File: src/pkg/pdrc_pkg.sv
// Package for the power-down and reset control block.
// Assumes a 100 MHz system clock and an Avalon-MM register slave.
package pdrc_pkg;
  // ----------------------------------------------------------------
  // Register map (word offsets as byte addresses)
  // ----------------------------------------------------------------
  localparam logic [3:0] PDRC_CLOCK_GEN_CONTROL_ADDR = 4'h0;
  localparam logic [3:0] PDRC_STATUS_ADDR = 4'h4;
  localparam logic [3:0] PDRC_MODULE_CONFIG_REG_ADDR = 4'h8;
  localparam logic [3:0] PDRC_PSW_ADDR = 4'hC;
  // Field positions in the clock control register
  localparam int PDRC_PDS_BIT = 0;
  localparam int PDRC_HFD_BIT = 1;
  // Status register fields
  localparam int PDRC_ST_PEND_BIT = 0;
  localparam int PDRC_ST_REFR_BIT = 1;
  localparam int PDRC_ST_RST_BIT = 2;
  // Module config: bit that turns the codec serial input into an input
  localparam int PDRC_MODULE_CONFIG_REG_CODEC_SERIAL_IN_BIT = 0;
  // Reset values
  localparam logic [31:0] PDRC_ZERO32 = 32'h0000_0000;
  localparam logic [15:0] PDRC_PSW_RESET = 16'h0000;
  // Divider ratios
  localparam int PDRC_REFR_DIV = 4;
  localparam int PDRC_CORE_DIV = 8;
  localparam int PDRC_RST_DIV = 2;
  // Refresh cycle length in core clocks
  localparam int PDRC_REFR_LEN = 4;
  typedef enum logic [1:0] {PDRC_NORMAL, PDRC_WAIT_REFR, PDRC_POWERDOWN} pdrc_mode_t;
endpackage : pdrc_pkg

File: src/verilog/pdrc_top.sv
// Power-down mode control and reset sequencing for the processor.
// Assumes oscillator inputs are already sampled synchronous to clk.
//
// Function
// - Hf oscillator runs while disable bit is 0
// - Power-down bit selects hf or lf clocking
// - Power-down refresh at lf rate over four
// - Power-down core clock at lf over eight
// - Select write starts transition after refresh ends
// - Read select bit changes only when done
// - Reset sampled on falling cpu clock edge
// - Low reset aborts instruction, drops pending results
// - Reset clears pending interrupts, traps, nmi latch
// - Codec strobes and frame sync inactive in reset
// - Cpu clock at half hf rate in reset
// - Codec master clock held high in reset
// - Reset clears processor status word to zero
// - After reset only nmi accepted
// - Codec serial input drives out until configured
//
// Implementation choices: the Avalon-MM interface to the registers and the register addresses.
`timescale 1ns/100ps
`default_nettype none
module pdrc_top
  import pdrc_pkg::*;
(
  input wire logic clk,
  input wire logic nrst,
  // Avalon-MM slave
  input wire logic [3:0] avs_address,
  input wire logic avs_read,
  input wire logic avs_write,
  input wire logic [31:0] avs_writedata,
  output logic [31:0] avs_readdata,
  output logic avs_waitrequest,
  // Oscillator, reset, refresh, status word and interrupt inputs
  input wire logic hf_osc_input,
  input wire logic lf_osc_input,
  input wire logic cpu_reset_n,
  input wire logic refresh_busy,
  input wire logic [15:0] psw_in,
  input wire logic psw_load,
  input wire logic int_pending_in,
  input wire logic nmi_edge,
  // Outputs
  output logic hf_osc_enable,
  output logic clk_sel_lf,
  output logic cpu_clock_out,
  output logic core_clk_en,
  output logic refresh_req,
  output logic modules_halt,
  output logic cpu_in_reset,
  output logic abort_instr,
  output logic pending_clear,
  output logic nmi_latch,
  output logic maskable_int_en,
  output logic [15:0] processor_status_word,
  output logic codec_read_strobe_n,
  output logic codec_write_strobe_n,
  output logic codec_frame_sync,
  output logic codec_master_clock_force,
  output logic codec_serial_in_oe_n
);
  // ----------------------------------------------------------------
  // State
  // ----------------------------------------------------------------
  pdrc_mode_t mode_r, mode_nxt;
  logic pds_r, pds_nxt;
  logic pds_req_r, pds_req_nxt;
  logic hfd_r, hfd_nxt;
  logic module_config_reg_r, module_config_reg_nxt;
  logic cpu_clk_r, cpu_clk_nxt;
  logic rst_smp_r, rst_smp_nxt;
  logic [2:0] lf_cnt_r, lf_cnt_nxt;
  logic lf_prev_r, lf_prev_nxt;
  logic core_en_r, core_en_nxt;
  logic refr_r, refr_nxt;
  logic nmi_r, nmi_nxt;
  logic int_en_r, int_en_nxt;
  logic [15:0] psw_r, psw_nxt;
  logic [31:0] rdata_r, rdata_nxt;
  logic ack_r, ack_nxt;
  logic lf_rise;
  logic cpu_fall;
  logic wr_ctl;

  // ----------------------------------------------------------------
  // Bus decode
  // ----------------------------------------------------------------
  // One wait state: every access answers the cycle after it is seen
  assign avs_waitrequest = (avs_read | avs_write) & ~ack_r;
  assign wr_ctl = avs_write & ack_r & (avs_address == PDRC_CLOCK_GEN_CONTROL_ADDR);
  assign lf_rise = lf_osc_input & ~lf_prev_r;
  assign cpu_fall = cpu_clk_r & ~cpu_clk_nxt;

  always_comb begin
    mode_nxt = mode_r;
    pds_nxt = pds_r;
    pds_req_nxt = pds_req_r;
    hfd_nxt = hfd_r;
    module_config_reg_nxt = module_config_reg_r;
    rdata_nxt = rdata_r;
    ack_nxt = 1'b0;
    nmi_nxt = nmi_r | nmi_edge;
    int_en_nxt = int_en_r;
    psw_nxt = psw_load ? psw_in : psw_r;
    lf_prev_nxt = lf_osc_input;
    lf_cnt_nxt = lf_cnt_r;
    core_en_nxt = 1'b0;
    refr_nxt = 1'b0;
    rst_smp_nxt = rst_smp_r;
    cpu_clk_nxt = ~cpu_clk_r;
    // Cpu clock runs at half rate in reset and normal mode
    if (rst_smp_r && mode_r == PDRC_POWERDOWN) begin
      cpu_clk_nxt = core_en_r;
    end
    if (cpu_fall) begin
      rst_smp_nxt = cpu_reset_n;
    end
    // Bus access
    // Writes land only at the edge where waitrequest is seen low
    if (avs_write && ack_r) begin
      case (avs_address)
        PDRC_CLOCK_GEN_CONTROL_ADDR: begin
          pds_req_nxt = avs_writedata[PDRC_PDS_BIT];
          hfd_nxt = avs_writedata[PDRC_HFD_BIT];
        end
        PDRC_MODULE_CONFIG_REG_ADDR: module_config_reg_nxt = avs_writedata[PDRC_MODULE_CONFIG_REG_CODEC_SERIAL_IN_BIT];
        PDRC_PSW_ADDR: int_en_nxt = avs_writedata[PDRC_MODULE_CONFIG_REG_CODEC_SERIAL_IN_BIT];
        default: ;
      endcase
    end
    // Read data is registered in the wait cycle so it stands at the answer
    if ((avs_read | avs_write) && !ack_r) begin
      ack_nxt = 1'b1;
      rdata_nxt = PDRC_ZERO32;
      if (avs_read) begin
        case (avs_address)
          PDRC_CLOCK_GEN_CONTROL_ADDR: begin
            rdata_nxt[PDRC_PDS_BIT] = pds_r;
            rdata_nxt[PDRC_HFD_BIT] = hfd_r;
          end
          PDRC_STATUS_ADDR: begin
            rdata_nxt[PDRC_ST_PEND_BIT] = pds_req_r != pds_r;
            rdata_nxt[PDRC_ST_REFR_BIT] = refresh_busy;
            rdata_nxt[PDRC_ST_RST_BIT] = ~rst_smp_r;
          end
          PDRC_MODULE_CONFIG_REG_ADDR: rdata_nxt[PDRC_MODULE_CONFIG_REG_CODEC_SERIAL_IN_BIT] = module_config_reg_r;
          PDRC_PSW_ADDR: rdata_nxt[15:0] = psw_r;
          default: ;
        endcase
      end
    end
    // Mode transition waits for any refresh in progress
    case (mode_r)
      PDRC_NORMAL: begin
        if (pds_req_r) begin
          mode_nxt = refresh_busy ? PDRC_WAIT_REFR : PDRC_POWERDOWN;
          pds_nxt = ~refresh_busy;
        end
      end
      PDRC_WAIT_REFR: begin
        if (!refresh_busy) begin
          mode_nxt = pds_req_r ? PDRC_POWERDOWN : PDRC_NORMAL;
          pds_nxt = pds_req_r;
        end
      end
      PDRC_POWERDOWN: begin
        if (!pds_req_r) begin
          mode_nxt = refresh_busy ? PDRC_WAIT_REFR : PDRC_NORMAL;
          pds_nxt = refresh_busy;
        end
      end
      default: mode_nxt = PDRC_NORMAL;
    endcase
    // Low-frequency dividers in power-down
    if (mode_r == PDRC_POWERDOWN && lf_rise) begin
      lf_cnt_nxt = 3'(lf_cnt_r + 3'h1);
      refr_nxt = (lf_cnt_r[1:0] == 2'(PDRC_REFR_DIV - 1));
      core_en_nxt = (lf_cnt_r == 3'(PDRC_CORE_DIV - 1));
    end
    // Reset effects while the sampled level is low
    if (!rst_smp_r) begin
      nmi_nxt = 1'b0;
      int_en_nxt = 1'b0;
      psw_nxt = PDRC_PSW_RESET;
      module_config_reg_nxt = 1'b0;
      pds_nxt = 1'b0;
      pds_req_nxt = 1'b0;
      hfd_nxt = 1'b0;
      mode_nxt = PDRC_NORMAL;
      lf_cnt_nxt = 3'h0;
    end
  end

  always_ff @(posedge clk or negedge nrst) begin
    if (!nrst) begin
      mode_r <= PDRC_NORMAL;
      pds_r <= 1'b0;
      pds_req_r <= 1'b0;
      hfd_r <= 1'b0;
      module_config_reg_r <= 1'b0;
      cpu_clk_r <= 1'b0;
      rst_smp_r <= 1'b0;
      lf_cnt_r <= 3'h0;
      lf_prev_r <= 1'b0;
      core_en_r <= 1'b0;
      refr_r <= 1'b0;
      nmi_r <= 1'b0;
      int_en_r <= 1'b0;
      psw_r <= PDRC_PSW_RESET;
      rdata_r <= PDRC_ZERO32;
      ack_r <= 1'b0;
    end else begin
      mode_r <= mode_nxt;
      pds_r <= pds_nxt;
      pds_req_r <= pds_req_nxt;
      hfd_r <= hfd_nxt;
      module_config_reg_r <= module_config_reg_nxt;
      cpu_clk_r <= cpu_clk_nxt;
      rst_smp_r <= rst_smp_nxt;
      lf_cnt_r <= lf_cnt_nxt;
      lf_prev_r <= lf_prev_nxt;
      core_en_r <= core_en_nxt;
      refr_r <= refr_nxt;
      nmi_r <= nmi_nxt;
      int_en_r <= int_en_nxt;
      psw_r <= psw_nxt;
      rdata_r <= rdata_nxt;
      ack_r <= ack_nxt;
    end
  end

  // ----------------------------------------------------------------
  // Outputs
  // ----------------------------------------------------------------
  assign avs_readdata = rdata_r;
  assign hf_osc_enable = ~hfd_r;
  assign clk_sel_lf = pds_r;
  assign modules_halt = pds_r;
  assign cpu_clock_out = cpu_clk_r;
  assign core_clk_en = (mode_r == PDRC_POWERDOWN) ? core_en_r : 1'b1;
  assign refresh_req = refr_r;
  assign cpu_in_reset = ~rst_smp_r;
  assign abort_instr = ~rst_smp_r;
  assign pending_clear = ~rst_smp_r | ~int_pending_in & 1'b0;
  assign nmi_latch = nmi_r;
  assign maskable_int_en = int_en_r;
  assign processor_status_word = psw_r;
  assign codec_read_strobe_n = 1'b1;
  assign codec_write_strobe_n = 1'b1;
  assign codec_frame_sync = 1'b0;
  assign codec_master_clock_force = ~rst_smp_r;
  assign codec_serial_in_oe_n = module_config_reg_r;

  // ----------------------------------------------------------------
  // Checks
  // ----------------------------------------------------------------
  hf_osc_ctl_a: assert property (@(posedge clk) disable iff (!nrst)
    (wr_ctl && rst_smp_r) |=> hf_osc_enable == !$past(avs_writedata[PDRC_HFD_BIT]))
    else $error("hf oscillator enable wrong");
  wr_land_a: assert property (@(posedge clk) disable iff (!nrst)
    (wr_ctl && rst_smp_r) |=> pds_req_r == $past(avs_writedata[PDRC_PDS_BIT]))
    else $error("select write not taken");
  refr_pd_a: assert property (@(posedge clk) disable iff (!nrst)
    (mode_r != PDRC_POWERDOWN) |=> !refresh_req)
    else $error("refresh pulse outside power-down");
  core_norm_a: assert property (@(posedge clk) disable iff (!nrst)
    (mode_r == PDRC_NORMAL) |-> core_clk_en)
    else $error("core clock gated in normal mode");
  codec_idle_a: assert property (@(posedge clk) disable iff (!nrst)
    cpu_in_reset |-> (codec_read_strobe_n && codec_write_strobe_n && !codec_frame_sync))
    else $error("codec strobes active in reset");
  mclk_rst_a: assert property (@(posedge clk) disable iff (!nrst)
    cpu_in_reset |-> codec_master_clock_force)
    else $error("codec master clock not forced");
  refr_hold_a: assert property (@(posedge clk) disable iff (!nrst)
    (refresh_busy && mode_r == PDRC_NORMAL && rst_smp_r) |=> !pds_r)
    else $error("mode changed during refresh");
  pds_stable_a: assert property (@(posedge clk) disable iff (!nrst)
    (mode_r == PDRC_WAIT_REFR && refresh_busy) |=> $stable(pds_r))
    else $error("select bit moved early");
  rst_psw_a: assert property (@(posedge clk) disable iff (!nrst)
    !rst_smp_r |=> psw_r == PDRC_PSW_RESET || psw_load)
    else $error("status word not cleared");
  rst_nmi_a: assert property (@(posedge clk) disable iff (!nrst)
    (!rst_smp_r && !nmi_edge) |=> !nmi_r) else $error("nmi latch kept");
  rst_int_a: assert property (@(posedge clk) disable iff (!nrst)
    !rst_smp_r |=> !maskable_int_en) else $error("maskable int in reset");
  rst_clk_a: assert property (@(posedge clk) disable iff (!nrst)
    (!rst_smp_r && !$past(rst_smp_r) && $past(nrst)) |-> cpu_clk_r != $past(cpu_clk_r))
    else $error("cpu clock not half rate");
  rst_codec_serial_in_a: assert property (@(posedge clk) disable iff (!nrst)
    !rst_smp_r |=> !codec_serial_in_oe_n) else $error("serial in not output");
  bus_wait_a: assert property (@(posedge clk) disable iff (!nrst)
    (avs_write && !ack_r) |=> !avs_waitrequest || !avs_write)
    else $error("bus answer late");
endmodule : pdrc_top
`default_nettype wire

File: config.mk
export PLATFORM = sky130hd
export DESIGN_NAME = pdrc_top
export DESIGN_NICKNAME = d
export VERILOG_FILES = /design/src/pkg/pdrc_pkg.sv /design/src/verilog/pdrc_top.sv
export SDC_FILE = /design/constraint.sdc
export NUM_CORES = 1
export LEC_CHECK = 0
export ABC_AREA = 1
export BUFFER_PORTS_ARGS = -buffer_cell sky130_fd_sc_hd__clkbuf_2
export CORE_ASPECT_RATIO = 1.2
export CORE_MARGIN = 4
export CORE_UTILIZATION = 40
export CTS_CLUSTER_DIAMETER = 80
export CTS_CLUSTER_SIZE = 24
export DETAILED_ROUTE_END_ITERATION = 10
export PLACE_DENSITY = 0.79
export SKIP_CTS_REPAIR_TIMING = 1
export SYNTH_ARGS = -nofsm -noshare
export SYNTH_HDL_FRONTEND = slang
export SYNTH_SLANG_ARGS = --single-unit
export TNS_END_PERCENT = 5
File: constraint.sdc
create_clock -name clk -period 2.7 [get_ports clk]
set_clock_uncertainty 0.2 [all_clocks]
set_input_delay 0.675 -clock clk [delete_from_list [all_inputs] [get_ports clk]]
set_output_delay 0.675 -clock clk [all_outputs]
set_load 0.02 [all_outputs]
==> results of run 1 <==
==> kinds of logic after synthesis <==
family	after synthesis
compound gates	47
fa+ha+maj	6
buf+inv	76
flops	49
other cells	2
simple gates	107
==> layer usage <==
layer / vias to the layer above / part of all wire [%]
met5: - / 0
li1: 1007 / -
met3: 8 / 8.0
met4: 0 / 1.4
met2: 64 / 48
met1: 916 / 43
==> sequential cells by signal, summed over array words and instances (netlist names) <==
signal	cells
core_en_r	1
mode_r	2
nmi_latch	1
processor_status_word	16
refresh_req	1
ack_r	1
hfd_r	1
lf_prev_r	1
lf_cnt_r	3
avs_readdata	16
clk_sel_lf	1
maskable_int_en	1
pds_req_r	1
codec_serial_in_oe_n	1
cpu_clock_out	1
rst_smp_r	1
==> cells in the final DEF, fill, tap and decap left out <==
cell type   n
o21ai_1     1
a21oi_1     2
o21bai_1    1
clkinv_2    1
clkbuf_2   76
nor2_1     15
nand4_1     3
o31ai_1     1
clkbuf_8    5
or2_1       1
a31oi_1     1
buf_12      1
o21ai_0    21
inv_2       1
nand2_1    50
inv_1      43
conb_1     19
o21ai_2    19
nand3_1    35
buf_4       4
o22ai_1     1
nand2_2     1
nand2_4     1
bufinv_16   2
dfrtp_1    49
or2_2       1
ha_1        6
==> worst max-delay path, delay by kind of cell (launching register included) <==
| family | cells | cell delay, ps |
|---|---|---|
| flops | 1 | 420 |
| buf+inv | 2 | 270 |
| fa+ha+maj | 1 | 260 |
| simple gates | 1 | 90 |
==> worst min-delay path by stage <==
stage | end | slack (ps) | start
after floorplan | ack_r$_DFF_PN0_ | 180 | nrst
after global placement | avs_readdata[0]$_DFFE_PN0P_ | 270 | avs_readdata[0]$_DFFE_PN0P_
after detailed placement | avs_readdata[3]$_DFFE_PN0P_ | 270 | avs_readdata[3]$_DFFE_PN0P_
after CTS | cpu_clock_out$_DFF_PN0_ | 240 | nrst
after global routing | processor_status_word[2]$_DFFE_PN0P_ | 260 | nrst
final | cpu_clock_out$_DFF_PN0_ | 220 | nrst
==> through the flow <==
step / setup slack [ps] / power, mW / utilization, % / hold slack [ps]
6_report: 478 / 2.46 / 49.4 / 222
5_1_grt: 399 / 2.64 / 49.4 / 260
4_1_cts: 471 / 2.49 / 49.4 / 236
3_5_place_dp: 612 / 1.87 / 47.1 / 270
3_3_place_gp: 614 / 1.84 / 47.1 / 266
2_1_floorplan: 498 / 1.63 / - / 179
==> area by class of cell <==
class / count / share of cell area (%)
timing repair buffer: 81 / 14.4
inverter: 44 / 5.53
multi-input combinational: 179 / 31.1
sequential: 49 / 41.1
clock buffer: 5 / 2.30
tap: 82 / 3.44
clock inverter: 3 / 2.18
==> power by group <==
group          leakage [nW]  switching, mW  internal [mW]
Combinational         0.944          0.617          0.276
Sequential            0.646         0.0957          0.860
Clock                0.0681          0.245          0.368
==> flow_summary.json, run 1 <==
{
  "worst-r2r-cell-count": 3,
  "synth_top_family_by_area": "simple AND/OR/NAND/NOR gates",
  "worst_pin_slew_ps": 787,
  "crit_end": "core_clk_en",
  "setup_viol": 0,
  "synth_fa_ha_area_share_pct": 3.02,
  "hold_viol": 0,
  "numClockSinks": 49,
  "crit_slowest_cell": "dfrtp_1",
  "ys_types": 25,
  "core_um2": 6050,
  "hpwl_um": 4150,
  "drt-wirelength-per-cell_um": 12.6,
  "grt_pass1_wl_um": 9020,
  "port_buffers": 76,
  "cts_tree": "done",
  "layout_min_cycle_time_ps": 2220,
  "global_route.usage.total_pct": 15.2,
  "finalCritPeriodShare_pct": 82.3,
  "routed_via_density": 4.50,
  "cts_buffers": 5,
  "synth_ff_type": "dfrtp_1",
  "synthMuxAreaShare_pct": 0,
  "yosysWarnings": 0,
  "ff_latch_area_um2": 1230,
  "fmaxAchievable_mhz": 450,
  "num_vias": 1995,
  "die_h_um": 94.3,
  "synth-simple-area-share_pct": 18.9,
  "cpPeakStageDelay_ps": 420,
  "layout-drive-gt1-share_pct": 31.0,
  "ioPinCount": 128,
  "fin_tns_setup_ps": 0,
  "root_buffer": "clkbuf_8",
  "synth_most_common_cell": "nand2_1",
  "crit_type": "reg -> out",
  "clkTransAtPathRegs_ps": 90,
  "grt_use_met1_pct": 19.0,
  "critPathRequiredTime_ps": 1820,
  "antenna_left": 0,
  "p_per_area_nw_per_um2": 824,
  "cp.arrival_ps": 1350,
  "drc_errors": 0,
  "drt_wl_total_um": 5600,
  "ctsLongestPathBuffers": 2,
  "grt_max_degree": 33,
  "syn_to_final_growth_pct": 20.3,
  "rr_endpoint": "processor_status_word[4]$_DFFE_PN0P_",
  "cp-start-kind": "register",
  "status": "complete, no violations",
  "async_flop_share_pct": 100,
  "fin_cells": 443,
  "reg2reg_from": "rst_smp_r$_DFFE_PN0P_",
  "multi_input_area_um2": 928,
  "ir_worst_vdd_mv": 0.397,
  "fillers": 593,
  "grt_antenna_before_repair": 0,
  "syn_inst": 287,
  "crit_fanout": 5,
  "slew_viol_final": 0,
  "critPathLaunch": "mode_r[0]$_DFFE_PN0P_",
  "synth_edf_count": 0,
  "die_area_um2": 7540,
  "fin_area_um2": 2990,
  "max-slew-margin-rel_pct": 47.5,
  "rsz0062_at_grt": "no",
  "use_met2_pct": 25.4,
  "drt-pass1-iter-count": 4,
  "ff2ff_setup_slack_ps": 970,
  "yosysSeqAreaShare_pct": 49.4,
  "synth.largest_area_cell": "dfrtp_1",
  "final_nets": 429,
  "synth-seq-cells": 49,
  "avgSynthCellArea_um2": 8.65,
  "maxCapViolations": 0,
  "diodes": 0,
  "end_kind": "output pin",
  "synth_commonest_cells": "nand2_1, dfrtp_1, inv_1, nand3_1, buf_4",
  "grt_overflow_total": 0,
  "cellLeakagePower_nw": 1.66,
  "path_cells": "inv_1 > ha_1 > nand2_1 > clkbuf_2",
  "start_util_pct": 41.0,
  "cts.htree.levels": 2,
  "syn_area_um2": 2480,
  "netlist_top_cells_area": "dfrtp_1, nand2_1, nand3_1, buf_4, o21ai_2",
  "routabilityCongestion": 0.756,
  "grt_busiest_layer": "met2",
  "core.rowCount": 31,
  "min_path_type": "in -> async",
  "placed_area_um2": 2850,
  "synth_compound_area_share_pct": 12.7,
  "synth-xor-area-share_pct": 0,
  "synth_top_cell_area_share_pct": 49.4,
  "clk_latency_ps": 300,
  "drt_iter0_drc": 46,
  "grt_use_met3_pct": 4.32,
  "grt_pass1_vias": 1929,
  "die_x_um": 79.9,
  "dpl.cell_count": 435
}
Power figures use the tool's default switching activity.
==> inputs of run 2 (changes only) <==
- PLACE_DENSITY: 0.79 -> 0.82
- clock period: 2.7 -> 1.8 ns (I/O delays scaled with it)
==> flow_summary.json, run 2 (synthesis results as in run 1) <==
{
  "grt_pass1_vias": 1978,
  "fin_ws_ps": -25.0,
  "path_buf_inv": 2,
  "finalCritPeriodShare_pct": 101,
  "root_buffer": "clkbuf_8",
  "num_vias": 2064,
  "cts_tree": "done",
  "global_route.usage.total_pct": 15.3,
  "placed_area_um2": 2870,
  "routed_via_density": 4.61,
  "antenna_left": 0,
  "slew_viol_final": 0,
  "start_util_pct": 41.0,
  "cpPeakStageDelay_ps": 430,
  "crit_family": "flip-flops",
  "fillers": 590,
  "min_path_type": "in -> reg",
  "crit_slowest_cell": "dfrtp_1",
  "fmaxAchievable_mhz": 548,
  "p_per_area_nw_per_um2": 1180,
  "worst-r2r-cell-count": 9,
  "rsz0062_at_grt": "yes",
  "critPathRequiredTime_ps": 1150,
  "die_x_um": 79.9,
  "grt_antenna_before_repair": 0,
  "cellLeakagePower_nw": 1.67,
  "cts_buffers": 5,
  "max-slew-margin-rel_pct": 45.6,
  "clk_latency_ps": 290,
  "violations": "setup timing",
  "fin_area_um2": 3020,
  "crit_type": "reg -> out",
  "drt-wirelength-per-cell_um": 12.6,
  "grt_pass1_wl_um": 9140,
  "worst_pin_slew_ps": 816,
  "port_buffers": 76,
  "ctsLongestPathBuffers": 2,
  "grt_use_met1_pct": 19.0,
  "grt_overflow_total": 0,
  "hpwl_um": 4120,
  "maxCapViolations": 0,
  "ioPinCount": 128,
  "post-route-util_pct": 49.9,
  "cp.arrival_ps": 1180,
  "crit_cells": 4,
  "grt_use_met3_pct": 2.98,
  "use_met2_pct": 26.9,
  "status": "finished, violations left",
  "core_um2": 6050,
  "final_nets": 434,
  "die_area_um2": 7540,
  "setup_viol": 1,
  "path_cells": "inv_2 > ha_4 > nand2_2 > buf_6",
  "die_h_um": 94.3,
  "drt_iter0_drc": 68,
  "final_common_cell": "clkbuf_2",
  "diodes": 0,
  "grt_busiest_layer": "met2",
  "hold_viol": 0,
  "routabilityCongestion": 0.843,
  "final_cell_mix": "clkbuf_2, nand2_1, dfrtp_1, inv_1, nand3_1",
  "clkTransAtPathRegs_ps": 90,
  "grt_max_degree": 50,
  "drt_wl_total_um": 5650,
  "hold_path_depth": 1,
  "cts.htree.levels": 2,
  "syn_to_final_growth_pct": 21.7,
  "crit_fanout": 5,
  "core.rowCount": 31,
  "numClockSinks": 49,
  "hold_ws_ps": 94.7,
  "cp-start-kind": "register",
  "layout_min_cycle_time_ps": 1830,
  "layout-drive-gt1-share_pct": 32.8,
  "end_kind": "output pin",
  "drc_errors": 0,
  "drt-pass1-iter-count": 4,
  "ir_worst_vdd_mv": 0.591
}
run 2: layer usage:
| layer | up-vias | routed length, µm | part of all wire, % |
|---|---|---|---|
| met4 | 0 | 24 | 0.42 |
| met2 | 61 | 2910 | 51 |
| met5 | - | 0 | 0 |
| met1 | 984 | 2380 | 42 |
| li1 | 1017 | - | - |
| met3 | 2 | 342 | 6.0 |
run 2: final cells by class:
cell class                      count  area, µm²  share of cell area [%]
Multi-Input combinational cell    179        943                    31.2
Timing Repair Buffer               86        483                    16.0
Inverter                           44        165                    5.47
Clock inverter                      1       5.00                   0.166
Sequential cell                    49       1230                    40.6
Tap cell                           82        103                    3.40
Clock buffer                        7       96.3                    3.19
run 2: path summary, 6_finish.rpt:
check / slack, ps / start / end
worst max-delay path: -30 / mode_r[0]$_DFFE_PN0P_ / core_clk_en
worst min-delay path: 90 / lf_osc_input / lf_prev_r$_DFF_PN0_
worst max register to register: 130 / mode_r[0]$_DFFE_PN0P_ / clk_sel_lf$_DFFE_PN0P_
worst min register to register: 290 / avs_readdata[10]$_DFFE_PN0P_ / avs_readdata[10]$_DFFE_PN0P_
max in group asynchronous: 700 / nrst / processor_status_word[12]$_DFFE_PN0P_
min in group asynchronous: 460 / nrst / cpu_clock_out$_DFF_PN0_
run 2: through the flow:
stage	setup slack (ps)	power [mW]	setup TNS [ps]	cells
final	-25.0	3.57	-25.0	448
after global routing	-84.2	3.84	-84.2	448
after CTS	-195	3.54	-197	445
after detailed placement	89.3	2.81	0	437
after global placement	143	2.77	0	437
after floorplan	48.2	2.45	0	304
run 2: where the power goes:
part           switching (mW)  total, mW  leakage, nW  internal, mW
Clock                   0.355      0.703       0.0542         0.348
Sequential              0.147       1.44        0.646          1.29
Combinational           0.950       1.43        0.971         0.480
Total                    1.45       3.57         1.67          2.12
